## src/shared/pbm_defs.svh

```systemverilog
// Constants of the lower port B pin function selector.
// Included by the package and the design modules; definitions only.
`ifndef PBM_DEFS_SVH
`define PBM_DEFS_SVH

// ************************************************************
// Register port
// ************************************************************
`define PBM_AW 4
`define PBM_DW 16
`define PBM_OFS_FUNC 4'h0
`define PBM_OFS_DIR 4'h2
`define PBM_RST_VAL 16'h0000

// ************************************************************
// Pin layout
// ************************************************************
`define PBM_PINS 16
`define PBM_LOW_PINS 8
`define PBM_FW 2
`define PBM_ALT1_OK 8'hfe
`define PBM_ALT3_OK 8'h01
`define PBM_PIN0 0
`define PBM_PIN1 1
`define PBM_PIN2 2
`define PBM_PIN3 3
`define PBM_PIN4 4
`define PBM_PIN5 5
`define PBM_PIN6 6
`define PBM_PIN7 7

// ************************************************************
// Timer prescale codes that pick an external clock pin
// ************************************************************
`define PBM_PSC_W 3
`define PBM_PSC_CLKA 3'h4
`define PBM_PSC_CLKB 3'h5
`define PBM_PSC_CLKD 3'h7

`endif

```

## src/shared/pbm_pkg.sv

```systemverilog
// Types of the lower port B pin function selector.
// Assumes pbm_defs.svh is on the include path.
`include "pbm_defs.svh"

package pbm_pkg;

    typedef enum logic [1:0] {
        FC_GPIO = 2'h0,
        FC_ALT1 = 2'h1,
        FC_ALT2 = 2'h2,
        FC_ALT3 = 2'h3
    } func_code_e;

    typedef enum logic [2:0] {
        PM_GPIO = 3'h0,
        PM_ALT1 = 3'h1,
        PM_ALT2 = 3'h3,
        PM_ALT3 = 3'h2,
        PM_HOLD = 3'h6
    } pin_mode_e;

    typedef struct packed {
        logic [`PBM_DW-1:0] func;
        logic [`PBM_DW-1:0] dir;
        logic [`PBM_DW-1:0] rdata;
        logic [`PBM_PINS-1:0] meta;
        logic [`PBM_PINS-1:0] sync;
        logic [`PBM_PINS-1:0] pad_out;
        logic [`PBM_PINS-1:0] pad_oe;
        logic [`PBM_PINS-1:0] gpio_in;
        logic tclk_a;
        logic tclk_b;
        logic tclk_d;
        logic t0a_in;
        logic t0b_in;
        logic t0c_in;
        logic t0d_in;
        logic t2b_in;
        logic s1_rx_clk;
        logic s1_rx_sync;
        logic s1_rx_data;
        logic s1_tx_clk;
        logic s1_tx_sync_in;
        logic a2_clk_in;
        logic a2_rx;
    } core_state_s;

endpackage

```

## src/shared/pin_route_if.sv

```systemverilog
// Carrier between the selector core and its pin routing logic.
// Assumes both ends run on one clock; the routing is combinational.
`timescale 1ns/1ps
`include "pbm_defs.svh"

interface pin_route_if;
    logic [`PBM_DW-1:0] func;
    logic [`PBM_PINS-1:0] dir;
    logic [`PBM_PINS-1:0] gpio_out;
    logic [`PBM_LOW_PINS-1:0] a1_out;
    logic [`PBM_LOW_PINS-1:0] a1_oe;
    logic [`PBM_LOW_PINS-1:0] a2_out;
    logic [`PBM_LOW_PINS-1:0] a2_oe;
    logic [`PBM_LOW_PINS-1:0] a3_out;
    logic [`PBM_LOW_PINS-1:0] a3_oe;
    logic [`PBM_LOW_PINS-1:0] sel_alt1;
    logic [`PBM_LOW_PINS-1:0] sel_alt2;
    logic [`PBM_LOW_PINS-1:0] sel_alt3;
    logic [`PBM_PINS-1:0] pad_out;
    logic [`PBM_PINS-1:0] pad_oe;

    modport ctrl (
        output func, dir, gpio_out, a1_out, a1_oe, a2_out, a2_oe,
        output a3_out, a3_oe,
        input sel_alt1, sel_alt2, sel_alt3, pad_out, pad_oe
    );
    modport route (
        input func, dir, gpio_out, a1_out, a1_oe, a2_out, a2_oe,
        input a3_out, a3_oe,
        output sel_alt1, sel_alt2, sel_alt3, pad_out, pad_oe
    );
endinterface

```

## src/rtl/port_b_low_pin_function_select.sv

```systemverilog
// Function selector for the eight low port B pins, direction for all sixteen.
// Assumes a same-clock register master and pins from outside the domain;
// arst_n is the power-on reset and nothing else clears the registers.
`timescale 1ns/1ps
`include "pbm_defs.svh"

module port_b_low_pin_function_select (
    input wire logic core_clk,
    input wire logic arst_n,
    input wire logic [`PBM_AW-1:0] reg_addr,
    input wire logic [`PBM_DW-1:0] reg_wdata,
    input wire logic reg_wr,
    input wire logic reg_rd,
    output logic [`PBM_DW-1:0] reg_rdata,
    input wire logic [`PBM_PINS-1:0] pin_in,
    output logic [`PBM_PINS-1:0] pin_out,
    output logic [`PBM_PINS-1:0] pin_oe,
    input wire logic [`PBM_PINS-1:0] gpio_out,
    output logic [`PBM_PINS-1:0] gpio_in,
    input wire logic sync2_tx_data,
    input wire logic sync1_tx_data,
    input wire logic sync1_tx_sync_out,
    input wire logic sync1_tx_sync_oe,
    output logic sync1_tx_sync_in,
    output logic sync1_rx_clock,
    output logic sync1_rx_sync,
    output logic sync1_rx_data,
    output logic sync1_tx_clock,
    input wire logic async2_clock_out,
    input wire logic async2_clock_oe,
    output logic async2_clock_in,
    output logic async2_rx_data,
    input wire logic async2_tx_data,
    input wire logic timer0_a_capcmp_out,
    input wire logic timer0_a_capcmp_oe,
    output logic timer0_a_capcmp_in,
    input wire logic timer0_b_capcmp_out,
    input wire logic timer0_b_capcmp_oe,
    output logic timer0_b_capcmp_in,
    input wire logic timer0_c_capcmp_out,
    input wire logic timer0_c_capcmp_oe,
    output logic timer0_c_capcmp_in,
    input wire logic timer0_d_capcmp_out,
    input wire logic timer0_d_capcmp_oe,
    output logic timer0_d_capcmp_in,
    input wire logic timer2_b_capcmp_out,
    input wire logic timer2_b_capcmp_oe,
    output logic timer2_b_capcmp_in,
    input wire logic timer0_phase_mode,
    input wire logic [`PBM_PSC_W-1:0] timer0_prescale_select,
    input wire logic timer2_phase_mode,
    input wire logic [`PBM_PSC_W-1:0] timer2_prescale_select,
    output logic timer_ext_clock_a,
    output logic timer_ext_clock_b,
    output logic timer_ext_clock_d,
    input wire logic wake_on_lan_out
);

    // ************************************************************
    // State and routing carrier
    // ************************************************************
    pbm_pkg::core_state_s st;
    pbm_pkg::core_state_s next_st;
    pin_route_if rt ();
    logic clk_a_route;
    logic clk_b_route;
    logic clk_d_route;

    pin_route_logic u_route (
        .rt(rt)
    );

    // ************************************************************
    // Timer clock pin takeover
    // ************************************************************
    // clock A on pin 1
    assign clk_a_route = timer0_phase_mode ||
                         (timer0_prescale_select == `PBM_PSC_CLKA);
    assign clk_b_route = timer0_phase_mode ||
                         (timer0_prescale_select == `PBM_PSC_CLKB);
    assign clk_d_route = timer2_phase_mode ||
                         (timer2_prescale_select == `PBM_PSC_CLKD);

    // ************************************************************
    // Alternate drivers per low pin, pin 7 leftmost
    // ************************************************************
    assign rt.func = st.func;
    assign rt.dir = st.dir;
    assign rt.gpio_out = gpio_out;
    assign rt.a1_out = {sync2_tx_data, 1'h0, 1'h0, 1'h0, 1'h0,
                        sync1_tx_sync_out, sync1_tx_data, 1'h0};
    assign rt.a1_oe = {1'h1, 1'h0, 1'h0, 1'h0, 1'h0,
                       sync1_tx_sync_oe, 1'h1, 1'h0};
    assign rt.a2_out = {timer2_b_capcmp_out, async2_clock_out, 1'h0,
                        async2_tx_data, timer0_a_capcmp_out,
                        timer0_b_capcmp_out, timer0_c_capcmp_out,
                        timer0_d_capcmp_out};
    // Clock takeover forces the pin to an input over the compare output
    assign rt.a2_oe = {timer2_b_capcmp_oe && !clk_d_route,
                       async2_clock_oe, 1'h0, 1'h1,
                       timer0_a_capcmp_oe, timer0_b_capcmp_oe,
                       timer0_c_capcmp_oe && !clk_a_route,
                       timer0_d_capcmp_oe && !clk_b_route};
    assign rt.a3_out = {7'h00, wake_on_lan_out};
    assign rt.a3_oe = {7'h00, 1'h1};

    // ************************************************************
    // Next state
    // ************************************************************
    always_comb begin
        next_st = st;
        if (reg_wr) begin
            case (reg_addr)
                `PBM_OFS_FUNC: next_st.func = reg_wdata;
                `PBM_OFS_DIR: next_st.dir = reg_wdata;
                default: ;
            endcase
        end
        // Read data stands one cycle only, zero otherwise
        next_st.rdata = `PBM_RST_VAL;
        if (reg_rd) begin
            case (reg_addr)
                `PBM_OFS_FUNC: next_st.rdata = st.func;
                `PBM_OFS_DIR: next_st.rdata = st.dir;
                default: next_st.rdata = `PBM_RST_VAL;
            endcase
        end
        // Pins are asynchronous to core_clk
        next_st.meta = pin_in;
        next_st.sync = st.meta;
        next_st.gpio_in = st.sync;
        next_st.pad_out = rt.pad_out;
        next_st.pad_oe = rt.pad_oe;
        // Unselected inputs read low, async rx idles high
        next_st.t2b_in = st.sync[`PBM_PIN7] && rt.sel_alt2[`PBM_PIN7];
        next_st.tclk_d = next_st.t2b_in && clk_d_route;
        next_st.s1_rx_clk = st.sync[`PBM_PIN6] &&
                            rt.sel_alt1[`PBM_PIN6];
        next_st.a2_clk_in = st.sync[`PBM_PIN6] &&
                            rt.sel_alt2[`PBM_PIN6];
        next_st.s1_rx_sync = st.sync[`PBM_PIN5] &&
                             rt.sel_alt1[`PBM_PIN5];
        next_st.a2_rx = st.sync[`PBM_PIN5] ||
                        !rt.sel_alt2[`PBM_PIN5];
        next_st.s1_rx_data = st.sync[`PBM_PIN4] &&
                             rt.sel_alt1[`PBM_PIN4];
        next_st.s1_tx_clk = st.sync[`PBM_PIN3] &&
                            rt.sel_alt1[`PBM_PIN3];
        next_st.t0a_in = st.sync[`PBM_PIN3] && rt.sel_alt2[`PBM_PIN3];
        next_st.s1_tx_sync_in = st.sync[`PBM_PIN2] &&
                                rt.sel_alt1[`PBM_PIN2];
        next_st.t0b_in = st.sync[`PBM_PIN2] && rt.sel_alt2[`PBM_PIN2];
        next_st.t0c_in = st.sync[`PBM_PIN1] && rt.sel_alt2[`PBM_PIN1];
        next_st.tclk_a = next_st.t0c_in && clk_a_route;
        next_st.t0d_in = st.sync[`PBM_PIN0] && rt.sel_alt2[`PBM_PIN0];
        next_st.tclk_b = next_st.t0d_in && clk_b_route;
    end

    // ************************************************************
    // State register
    // ************************************************************
    // fields clear to GPIO
    always_ff @(posedge core_clk or negedge arst_n) begin
        if (!arst_n) begin
            st <= '0;
        end else begin
            st <= next_st;
        end
    end

    // ************************************************************
    // Outputs
    // ************************************************************
    assign reg_rdata = st.rdata;
    assign pin_out = st.pad_out;
    assign pin_oe = st.pad_oe;
    assign gpio_in = st.gpio_in;
    assign sync1_tx_sync_in = st.s1_tx_sync_in;
    assign sync1_rx_clock = st.s1_rx_clk;
    assign sync1_rx_sync = st.s1_rx_sync;
    assign sync1_rx_data = st.s1_rx_data;
    assign sync1_tx_clock = st.s1_tx_clk;
    assign async2_clock_in = st.a2_clk_in;
    assign async2_rx_data = st.a2_rx;
    assign timer0_a_capcmp_in = st.t0a_in;
    assign timer0_b_capcmp_in = st.t0b_in;
    assign timer0_c_capcmp_in = st.t0c_in;
    assign timer0_d_capcmp_in = st.t0d_in;
    assign timer2_b_capcmp_in = st.t2b_in;
    assign timer_ext_clock_a = st.tclk_a;
    assign timer_ext_clock_b = st.tclk_b;
    assign timer_ext_clock_d = st.tclk_d;

    // ************************************************************
    // Checks
    // ************************************************************
    AST_FUNC_WRITE:
    assert property (@(posedge core_clk) disable iff (!arst_n)
        reg_wr && reg_addr == `PBM_OFS_FUNC
        ##1 reg_rd && reg_addr == `PBM_OFS_FUNC
        |=> reg_rdata == $past(reg_wdata, 2))
    else $error("function register read back differs");

    AST_RDATA_IDLE:
    assert property (@(posedge core_clk) disable iff (!arst_n)
        !reg_rd |=> reg_rdata == `PBM_RST_VAL)
    else $error("read data not zero outside read answer");

    AST_DIR_GPIO:
    assert property (@(posedge core_clk) disable iff (!arst_n)
        st.func[1:0] == 2'h0 |=> pin_oe[0] == $past(st.dir[0]))
    else $error("GPIO pin 0 direction not from direction bit");

    AST_UPPER_GPIO:
    assert property (@(posedge core_clk) disable iff (!arst_n)
        1'h1 |=> pin_oe[15] == $past(st.dir[15]) &&
                 pin_out[15] == $past(gpio_out[15]))
    else $error("pin 15 not steered by direction bit");

    AST_PERIPH_DIR:
    assert property (@(posedge core_clk) disable iff (!arst_n)
        st.func[5:4] == 2'h2 |=> pin_oe[2] == $past(timer0_b_capcmp_oe))
    else $error("pin 2 direction not from timer");

    AST_RESERVED_IN:
    assert property (@(posedge core_clk) disable iff (!arst_n)
        st.func[15:14] == 2'h3 |=> !pin_oe[7] && !pin_out[7])
    else $error("reserved code drives pin 7");

    AST_RESERVED_PIN4:
    assert property (@(posedge core_clk) disable iff (!arst_n)
        st.func[9:8] == 2'h3 |=> !pin_oe[4] && !pin_out[4])
    else $error("reserved code drives pin 4");

    AST_RESERVED_PIN0:
    assert property (@(posedge core_clk) disable iff (!arst_n)
        st.func[1:0] == 2'h1 |=> !pin_oe[0] && !pin_out[0])
    else $error("reserved code drives pin 0");

    AST_WOL_OUT:
    assert property (@(posedge core_clk) disable iff (!arst_n)
        st.func[1:0] == 2'h3
        |=> pin_oe[0] && pin_out[0] == $past(wake_on_lan_out))
    else $error("wake-on-LAN not on pin 0");

    AST_CLKD_IN:
    assert property (@(posedge core_clk) disable iff (!arst_n)
        st.func[15:14] == 2'h2 && clk_d_route |=> !pin_oe[7])
    else $error("pin 7 drives while timer clock D is selected");

    AST_CLKA_IN:
    assert property (@(posedge core_clk) disable iff (!arst_n)
        st.func[3:2] == 2'h2 && clk_a_route
        |=> !pin_oe[1] && timer_ext_clock_a == $past(st.sync[1]))
    else $error("pin 1 not routed as timer clock A");

    AST_CLKB_IN:
    assert property (@(posedge core_clk) disable iff (!arst_n)
        st.func[1:0] == 2'h2 && clk_b_route
        |=> !pin_oe[0] && timer_ext_clock_b == $past(st.sync[0]))
    else $error("pin 0 not routed as timer clock B");

    AST_SYNC1_TX:
    assert property (@(posedge core_clk) disable iff (!arst_n)
        st.func[3:2] == 2'h1
        |=> pin_oe[1] && pin_out[1] == $past(sync1_tx_data))
    else $error("sync1 tx data not on pin 1");

    AST_ASYNC2_RX:
    assert property (@(posedge core_clk) disable iff (!arst_n)
        st.func[11:10] == 2'h2 [*3]
        |-> async2_rx_data == $past(pin_in[5], 3))
    else $error("async2 rx data not three cycles behind pin 5");

    AST_SYNC2_TX:
    assert property (@(posedge core_clk) disable iff (!arst_n)
        st.func[15:14] == 2'h1
        |=> pin_oe[7] && pin_out[7] == $past(sync2_tx_data))
    else $error("sync2 tx data not on pin 7");

    AST_DIR_WRITE:
    assert property (@(posedge core_clk) disable iff (!arst_n)
        reg_wr && reg_addr == `PBM_OFS_DIR
        ##1 reg_rd && reg_addr == `PBM_OFS_DIR
        |=> reg_rdata == $past(reg_wdata, 2))
    else $error("direction register read back differs");

    AST_HOLE_READ:
    assert property (@(posedge core_clk) disable iff (!arst_n)
        reg_rd && reg_addr != `PBM_OFS_FUNC && reg_addr != `PBM_OFS_DIR
        |=> reg_rdata == `PBM_RST_VAL)
    else $error("unmapped read returns data");

    AST_ASYNC2_TX:
    assert property (@(posedge core_clk) disable iff (!arst_n)
        st.func[9:8] == 2'h2
        |=> pin_oe[4] && pin_out[4] == $past(async2_tx_data))
    else $error("async2 tx data not on pin 4");

    AST_SYNC1_RXCLK:
    assert property (@(posedge core_clk) disable iff (!arst_n)
        st.func[13:12] == 2'h1
        |=> !pin_oe[6] && sync1_rx_clock == $past(st.sync[6]))
    else $error("pin 6 not routed as sync1 rx clock");

    AST_TIMER0_A:
    assert property (@(posedge core_clk) disable iff (!arst_n)
        st.func[7:6] == 2'h2
        |=> pin_oe[3] == $past(timer0_a_capcmp_oe) &&
            pin_out[3] == $past(timer0_a_capcmp_out))
    else $error("pin 3 not steered by timer0 A");

    AST_SYNC1_TXSYNC:
    assert property (@(posedge core_clk) disable iff (!arst_n)
        st.func[5:4] == 2'h1
        |=> pin_oe[2] == $past(sync1_tx_sync_oe) &&
            sync1_tx_sync_in == $past(st.sync[2]))
    else $error("pin 2 not routed as sync1 tx sync");

endmodule

```

## src/rtl/pin_route_logic.sv

```systemverilog
// Per-pin function decode and output steering for port B.
// Assumes the core registers every result before it reaches a pin.
`timescale 1ns/1ps
`include "pbm_defs.svh"

module pin_route_logic (
    pin_route_if.route rt
);

    // ************************************************************
    // Field decode
    // ************************************************************
    function automatic pbm_pkg::pin_mode_e pin_mode(
        input logic [1:0] code,
        input logic alt1_ok,
        input logic alt3_ok
    );
        pbm_pkg::pin_mode_e m;
        m = pbm_pkg::PM_HOLD;
        case (code)
            pbm_pkg::FC_GPIO: m = pbm_pkg::PM_GPIO;
            pbm_pkg::FC_ALT1: m = alt1_ok ? pbm_pkg::PM_ALT1
                                          : pbm_pkg::PM_HOLD;
            pbm_pkg::FC_ALT2: m = pbm_pkg::PM_ALT2;
            pbm_pkg::FC_ALT3: m = alt3_ok ? pbm_pkg::PM_ALT3
                                          : pbm_pkg::PM_HOLD;
            default: m = pbm_pkg::PM_HOLD;
        endcase
        return m;
    endfunction

    // ************************************************************
    // Steering
    // ************************************************************
    localparam logic [`PBM_LOW_PINS-1:0] ALT1_OK = `PBM_ALT1_OK;
    localparam logic [`PBM_LOW_PINS-1:0] ALT3_OK = `PBM_ALT3_OK;

    genvar n;
    generate
        for (n = 0; n < `PBM_PINS; n++) begin : g_pin
            if (n < `PBM_LOW_PINS) begin : g_low
                pbm_pkg::pin_mode_e m;
                assign m = pin_mode(rt.func[n*`PBM_FW +: `PBM_FW],
                                    ALT1_OK[n], ALT3_OK[n]);
                assign rt.sel_alt1[n] = (m == pbm_pkg::PM_ALT1);
                assign rt.sel_alt2[n] = (m == pbm_pkg::PM_ALT2);
                assign rt.sel_alt3[n] = (m == pbm_pkg::PM_ALT3);
                assign rt.pad_out[n] =
                    (m == pbm_pkg::PM_GPIO) ? rt.gpio_out[n] :
                    (m == pbm_pkg::PM_ALT1) ? rt.a1_out[n] :
                    (m == pbm_pkg::PM_ALT2) ? rt.a2_out[n] :
                    (m == pbm_pkg::PM_ALT3) ? rt.a3_out[n] : 1'h0;
                assign rt.pad_oe[n] =
                    (m == pbm_pkg::PM_GPIO) ? rt.dir[n] :
                    (m == pbm_pkg::PM_ALT1) ? rt.a1_oe[n] :
                    (m == pbm_pkg::PM_ALT2) ? rt.a2_oe[n] :
                    (m == pbm_pkg::PM_ALT3) ? rt.a3_oe[n] : 1'h0;
            end else begin : g_high
                assign rt.pad_out[n] = rt.gpio_out[n];
                assign rt.pad_oe[n] = rt.dir[n];
            end
        end
    endgenerate

endmodule

```

## config.mk

```make
export PLATFORM = sky130hd
export DESIGN_NAME = port_b_low_pin_function_select
export DESIGN_NICKNAME = d
export VERILOG_FILES = /design/src/shared/pbm_pkg.sv /design/src/shared/pin_route_if.sv /design/src/rtl/port_b_low_pin_function_select.sv /design/src/rtl/pin_route_logic.sv
export VERILOG_INCLUDE_DIRS = /design/src /design/src/shared
export SDC_FILE = /design/constraint.sdc
export NUM_CORES = 1
export LEC_CHECK = 0
export BUFFER_PORTS_ARGS = -buffer_cell sky130_fd_sc_hd__buf_2
export CORE_MARGIN = 5
export CORE_UTILIZATION = 49
export CTS_CLUSTER_DIAMETER = 80
export CTS_CLUSTER_SIZE = 20
export DETAILED_ROUTE_END_ITERATION = 6
export PLACE_DENSITY = 0.79
export SLEW_MARGIN = 20
export SYNTH_ARGS = -nofsm -noshare
export SYNTH_HDL_FRONTEND = slang
export SYNTH_SLANG_ARGS = --single-unit
```

## constraint.sdc

```tcl
create_clock -name core_clk -period 1.2 [get_ports core_clk]
set_input_delay 0.12 -clock core_clk [delete_from_list [all_inputs] [get_ports core_clk]]
set_output_delay 0.12 -clock core_clk [all_outputs]
set_load 0.05 [all_outputs]
```

Yosys cells after proc, flatten, opt, wreduce, memory -nomap -nowiden --
Index checks and enable logic that the tools add are counted.
Operators by class: mux-type cells 56, equality and inequality tests 45, reductions and logical operators 44
Operators by type and width (count):
- 3-bit one-hot mux with 4 select lines | 8
- 1-bit 2-to-1 mux | 46
- 2-bit equality test (second input constant) | 16
- 16-bit one-hot mux with 2 select lines | 1
- 3-bit by 2-bit equality test with 1-bit output (second input constant) | 9
- 3-bit by 1-bit equality test with 1-bit output (second input constant) | 8
- 3-bit logical NOT | 8
- 1-bit logical AND | 17
- 2-bit by 1-bit equality test with 1-bit output (second input constant) | 8
- 2-bit logical NOT | 8
- 16-bit 2-to-1 mux | 1
- 3-bit equality test (second input constant) | 3
- 4-bit by 2-bit equality test with 1-bit output (second input constant) | 1
- 1-bit logical NOT | 4
- 4-bit logical NOT | 1
- 1-bit logical OR | 4
- 2-bit AND reduction | 2
Storage, ports and cells: register bits after elaboration 143, logic and storage cells 168, output and inout bits 79

Logic depth before layout (Yosys ltp) --
depth after elaboration 7, mapped depth 4, mapped depth without buffers 3

By module --
A second synthesis with hierarchy kept.
Unflattened totals: cells, all modules 316, area, all modules 5170.0 um^2
By module, submodules not included:
- port_b_low_pin_function_select | area an instance 4568.1 um^2, cells an instance 243, instances 1, seq. area each 3578.4 um^2
- pin_route_logic | area an instance 601.8 um^2, cells an instance 73, instances 1, seq. area each 0.0 um^2

Least setup slack after synthesis --
OpenSTA, ideal clock, no wires.
path type input -> register, start input reg_addr[0], end register st, in the netlist rt.dir[10], setup slack 124 ps, data required time 1075 ps, stages 4, buffers on the path 1, setup time 125 ps, data arrival time 951 ps, cell sequence and2b_2 nand3_4 buf_6 mux2_4
Between the ends: longest elaborated chain between the ends 2
Ends and longest elaborated chain:
- from (decl) | RTL line port_b_low_pin_function_select.sv:10 | input wire logic [`PBM_AW-1:0] reg_addr,
- 4-bit by 2-bit equality test with 1-bit output | RTL line port_b_low_pin_function_select.sv:113 | case (reg_addr)
- 2-bit AND reduction (no source line)
- to (signal assigned) | RTL line port_b_low_pin_function_select.sv:167 | st <= next_st;
- to (decl) | RTL line port_b_low_pin_function_select.sv:62 | pbm_pkg::core_state_s st;
Every way passes these cells. A chain may end at the register's enable or synchronous reset.

Worst setup path in the final report --
start register st, in the netlist gpio_in[0], end output gpio_in[0]
RTL lines:
- to (decl) | RTL line port_b_low_pin_function_select.sv:19 | output logic [`PBM_PINS-1:0] gpio_in,
No word-level cell between the ends.

==> impl_metrics.csv <==
group,metric,value,unit
outcome,outcome,"finished, violations left",
outcome,violations_in_the_final_reports,"negative setup slack",
pwr,power_density,1860,mW/mm^2
floorplan,fp-row-count,35,
timing,fin_tns_setup,-0.00695,ns
finish,final_cell_mix,"dfrtp_1 (143), buf_2 (80), buf_6 (76), dlygate4sd3_1 (75), mux2_4 (20)",
setup_path,timing_worst_setup_path_type,"reg2out",
clock_tree,cts_tree,"built",
clock_tree,worst_setup_hold_path_clk_slew,0.07,ns
logic_synthesis,postSynthAreaPerCell,17.6,sq um
logic_synthesis,synth_top_cell_area_share,75.7,%
setup_path,critical_path.max_fanout,1,
global_route,grt_remaining_overflow,0,
logic_synthesis,synth_fp_nets,351,
timing,timing.slew.headroom,76.5,%
logic_synthesis,syn_area,0.00473,sq mm
pwr,peak_supply_drop,1.39,mV
routing,drt-initial-drc-count,104,
placed_design,finalWeightedCongestion,0.782,
routing,drt-pass1-iter-count,4,
routing,drc_markers,0,
setup_path,arrival,1.08,ns
pwr,seq_power_share,42.4,%
global_route,largest_net_degree_at_the_start_of_global_routing,47,
logic_synthesis,synth_area_leaders,"dfrtp_1 (76%), mux2_4 (6.4%), mux2_2 (3.1%)",
setup_path,cp_data_required_time,1.08,ns
timing,timing.final.ws_setup,-0.00415,ns
pwr,p_int,9.69,mW
timing,fin_crit_sh,100,%
global_route,grt_first_pass_wirelength,19700,um
pwr,leakage,3.76,nW
floorplan,die-area,0.0117,sq mm
timing,grt_setup_unrepaired,"yes",
clock_tree,cts_made_buffers,17,
logic_synthesis,yosysSeqAreaShare,75.7,%
logic_synthesis,yosysWarningCount,0,
setup_path,timing.critical_path.slowest_stage_cell,"dfrtp_1",
logic_synthesis,postSynthCellCount,269,
logic_synthesis,async_flop_share,100,%
routing,wl_per_cell,19.2,um
routing,vias,3294,
logic_synthesis,yosys.area.top_type,"dfrtp_1",
routing,number_of_antenna_violating_nets_in_the_routed_design,0,
pwr,p_sw_share,31.5,%
setup_path,startpoint_type,"flip-flop",
floorplan,fp.dieW,108,um
timing,finalHoldViolations,0,
timing,tightestPinTransition,0.352,ns
pwr,relative_contribution_of_combinational_cells_to_total_power,22.0,%
clock_tree,htree_levels,4,
timing,hold_worst_slack,0.0615,ns
setup_path,crit_family,"flip-flops",
global_route,grt_pass1_vias,3720,
logic_synthesis,synth_edf_count,0,
clock_tree,cts.sinks,143,
setup_path,reg2reg_launch_point,"rt.func[2]",
clock_tree,clk_latency,0.51,ns
flow_run,max_cap_violations,0,
clock_tree,ctsRootBufferMaster,"clkbuf_8",
setup_path,timing.critical_path.from,"gpio_in[0]",
setup_path,cp.buffers_inverters,1,
routing,routed_via_density,4.90,
logic_synthesis,synth-seq-cells,143,
finish,finish.net_count,611,
worst_hold_path,hold_class,"in2async",
timing,final-max-slew-violation-count,0,
placed_design,place.port_buffers,160,
floorplan,start_util,50.7,%
finish,finalInstanceArea,0.00760,sq mm
timing,max_freq,830,MHz
timing,fin_crit_period,1.20,ns
pwr,switchingPower,4.45,mW
logic_synthesis,ys_types,32,
setup_path,crit_chain,"buf_6",
finish,drive_above_1_share,47.2,%
placed_design,post-place-ws,-0.107,ns
floorplan,core_area,0.00933,sq mm
timing,fin_worst_skew,0.00652,ns
routing,detail_route.wirelength,12900,um
placed_design,instance_area_after_placement,0.00579,sq mm
floorplan,io-pin-count,161,
global_route,grt_antenna_before_repair,0,
timing,finalSetupViolations,2,
setup_path,endpoint_kind,"output port",
setup_path,timing.critical_path.slowest_cell_delay,0.41,ns
floorplan,fp.dieH,108,um
pwr,clkPwrFrac,35.6,%
finish,final_util,81.5,%
global_route,grt_util_all_layers,22.6,%
placed_design,dp_hpwl,7270,um
logic_synthesis,ys_dominant_reg_cell,"dfrtp_1",
finish,synthesis_to_finish_area_growth,60.8,%
clock_tree,cts.path.max_buffers,2,
finish,mostFrequentLayoutCell,"dfrtp_1",
==> repair_timing <==
item / CTS / global route
pin swaps: 0 / 0
buffers inserted: 0 / 0
resized for setup: 104 / 50
hold buffers: 75 / 0
endpoints found under the setup margin: 79 / 63
hold endpoints to repair: 216 / 0
==> flip-flops by register name (all words and copies together), names as in the netlist, 16 cells and up <==
signal / count
next_st: 32
gpio_in: 16
pin_oe: 16
pin_out: 16
reg_rdata: 16
rt.dir: 16
rt.func: 16
==> final cells by class <==
| type | instances | area [sq um] |
|---|---|---|
| inverter | 2 | 7.51 |
| fill | 504 | 1730 |
| antenna | 1 | 2.50 |
| timing repair buffer | 245 | 2170 |
| clock buffer | 18 | 428 |
| sequential | 143 | 3580 |
| clock inverter | 14 | 149 |
| multi-input combinational | 120 | 1100 |
| tap | 129 | 161 |
==> kinds of logic (layout without fill, tap and decap cells) <==
kind of cell | after synthesis | count (layout) | synth area share [%]
mux | 42 | 42 | 11.4
flops | 143 | 143 | 75.7
simple gates | 48 | 48 | 6.72
other cells | 0 | 1 | 0
compound gates | 30 | 30 | 5.16
buf+inv | 6 | 279 | 1.03
==> cells in the mapped netlist (2+ instances only) <==
cell	number
and2_1	2
a22o_1	3
inv_1	2
mux2_2	13
nor3b_1	3
nand2_1	11
and3b_1	2
mux2_4	20
dfrtp_1	143
a22o_2	14
buf_6	3
nor2b_1	2
nor3_1	2
a31oi_1	2
nand3b_1	3
o21ai_0	4
mux2i_1	9
nor2_1	15
a21oi_1	3
==> worst paths after layout <==
check / endpoint / cells after the start / slack, ns
setup / recovery: gpio_in[0] / 1 / -0.004
hold / removal: pin_oe[3] / 2 / 0.06
setup reg to reg: timer_ext_clock_a / 3 / 0.10
hold reg to reg: next_st[19] / 0 / 0.35
max in group asynchronous: next_st[22] / 3 / 0.58
min in group core_clk: rt.dir[1] / 4 / 0.14
==> power by group through the flow <==
stage	sequential, mW	combinational (mW)	clock [mW]
2_1_floorplan	6.99	0.603	0
3_3_place_gp	5.94	2.45	0
3_5_place_dp	5.97	2.51	0
4_1_cts	5.92	2.97	5.09
5_1_grt	6.06	3.26	5.37
6_report	5.99	3.11	5.03
==> stage by stage <==
stage | power, mW | cells
2_1_floorplan | 7.59 | 269
3_3_place_gp | 8.38 | 564
3_5_place_dp | 8.47 | 564
4_1_cts | 14.0 | 671
5_1_grt | 14.7 | 671
6_report | 14.1 | 672
==> metal layers <==
metal	up-vias	wire length, um	global-route usage (%)
met5	-	0	0
met4	0	293	9.38
met3	27	785	6.57
met2	141	7090	40.0
met1	1661	4710	25.7
li1	1465	-	-
(Power assumes the default switching activity.)
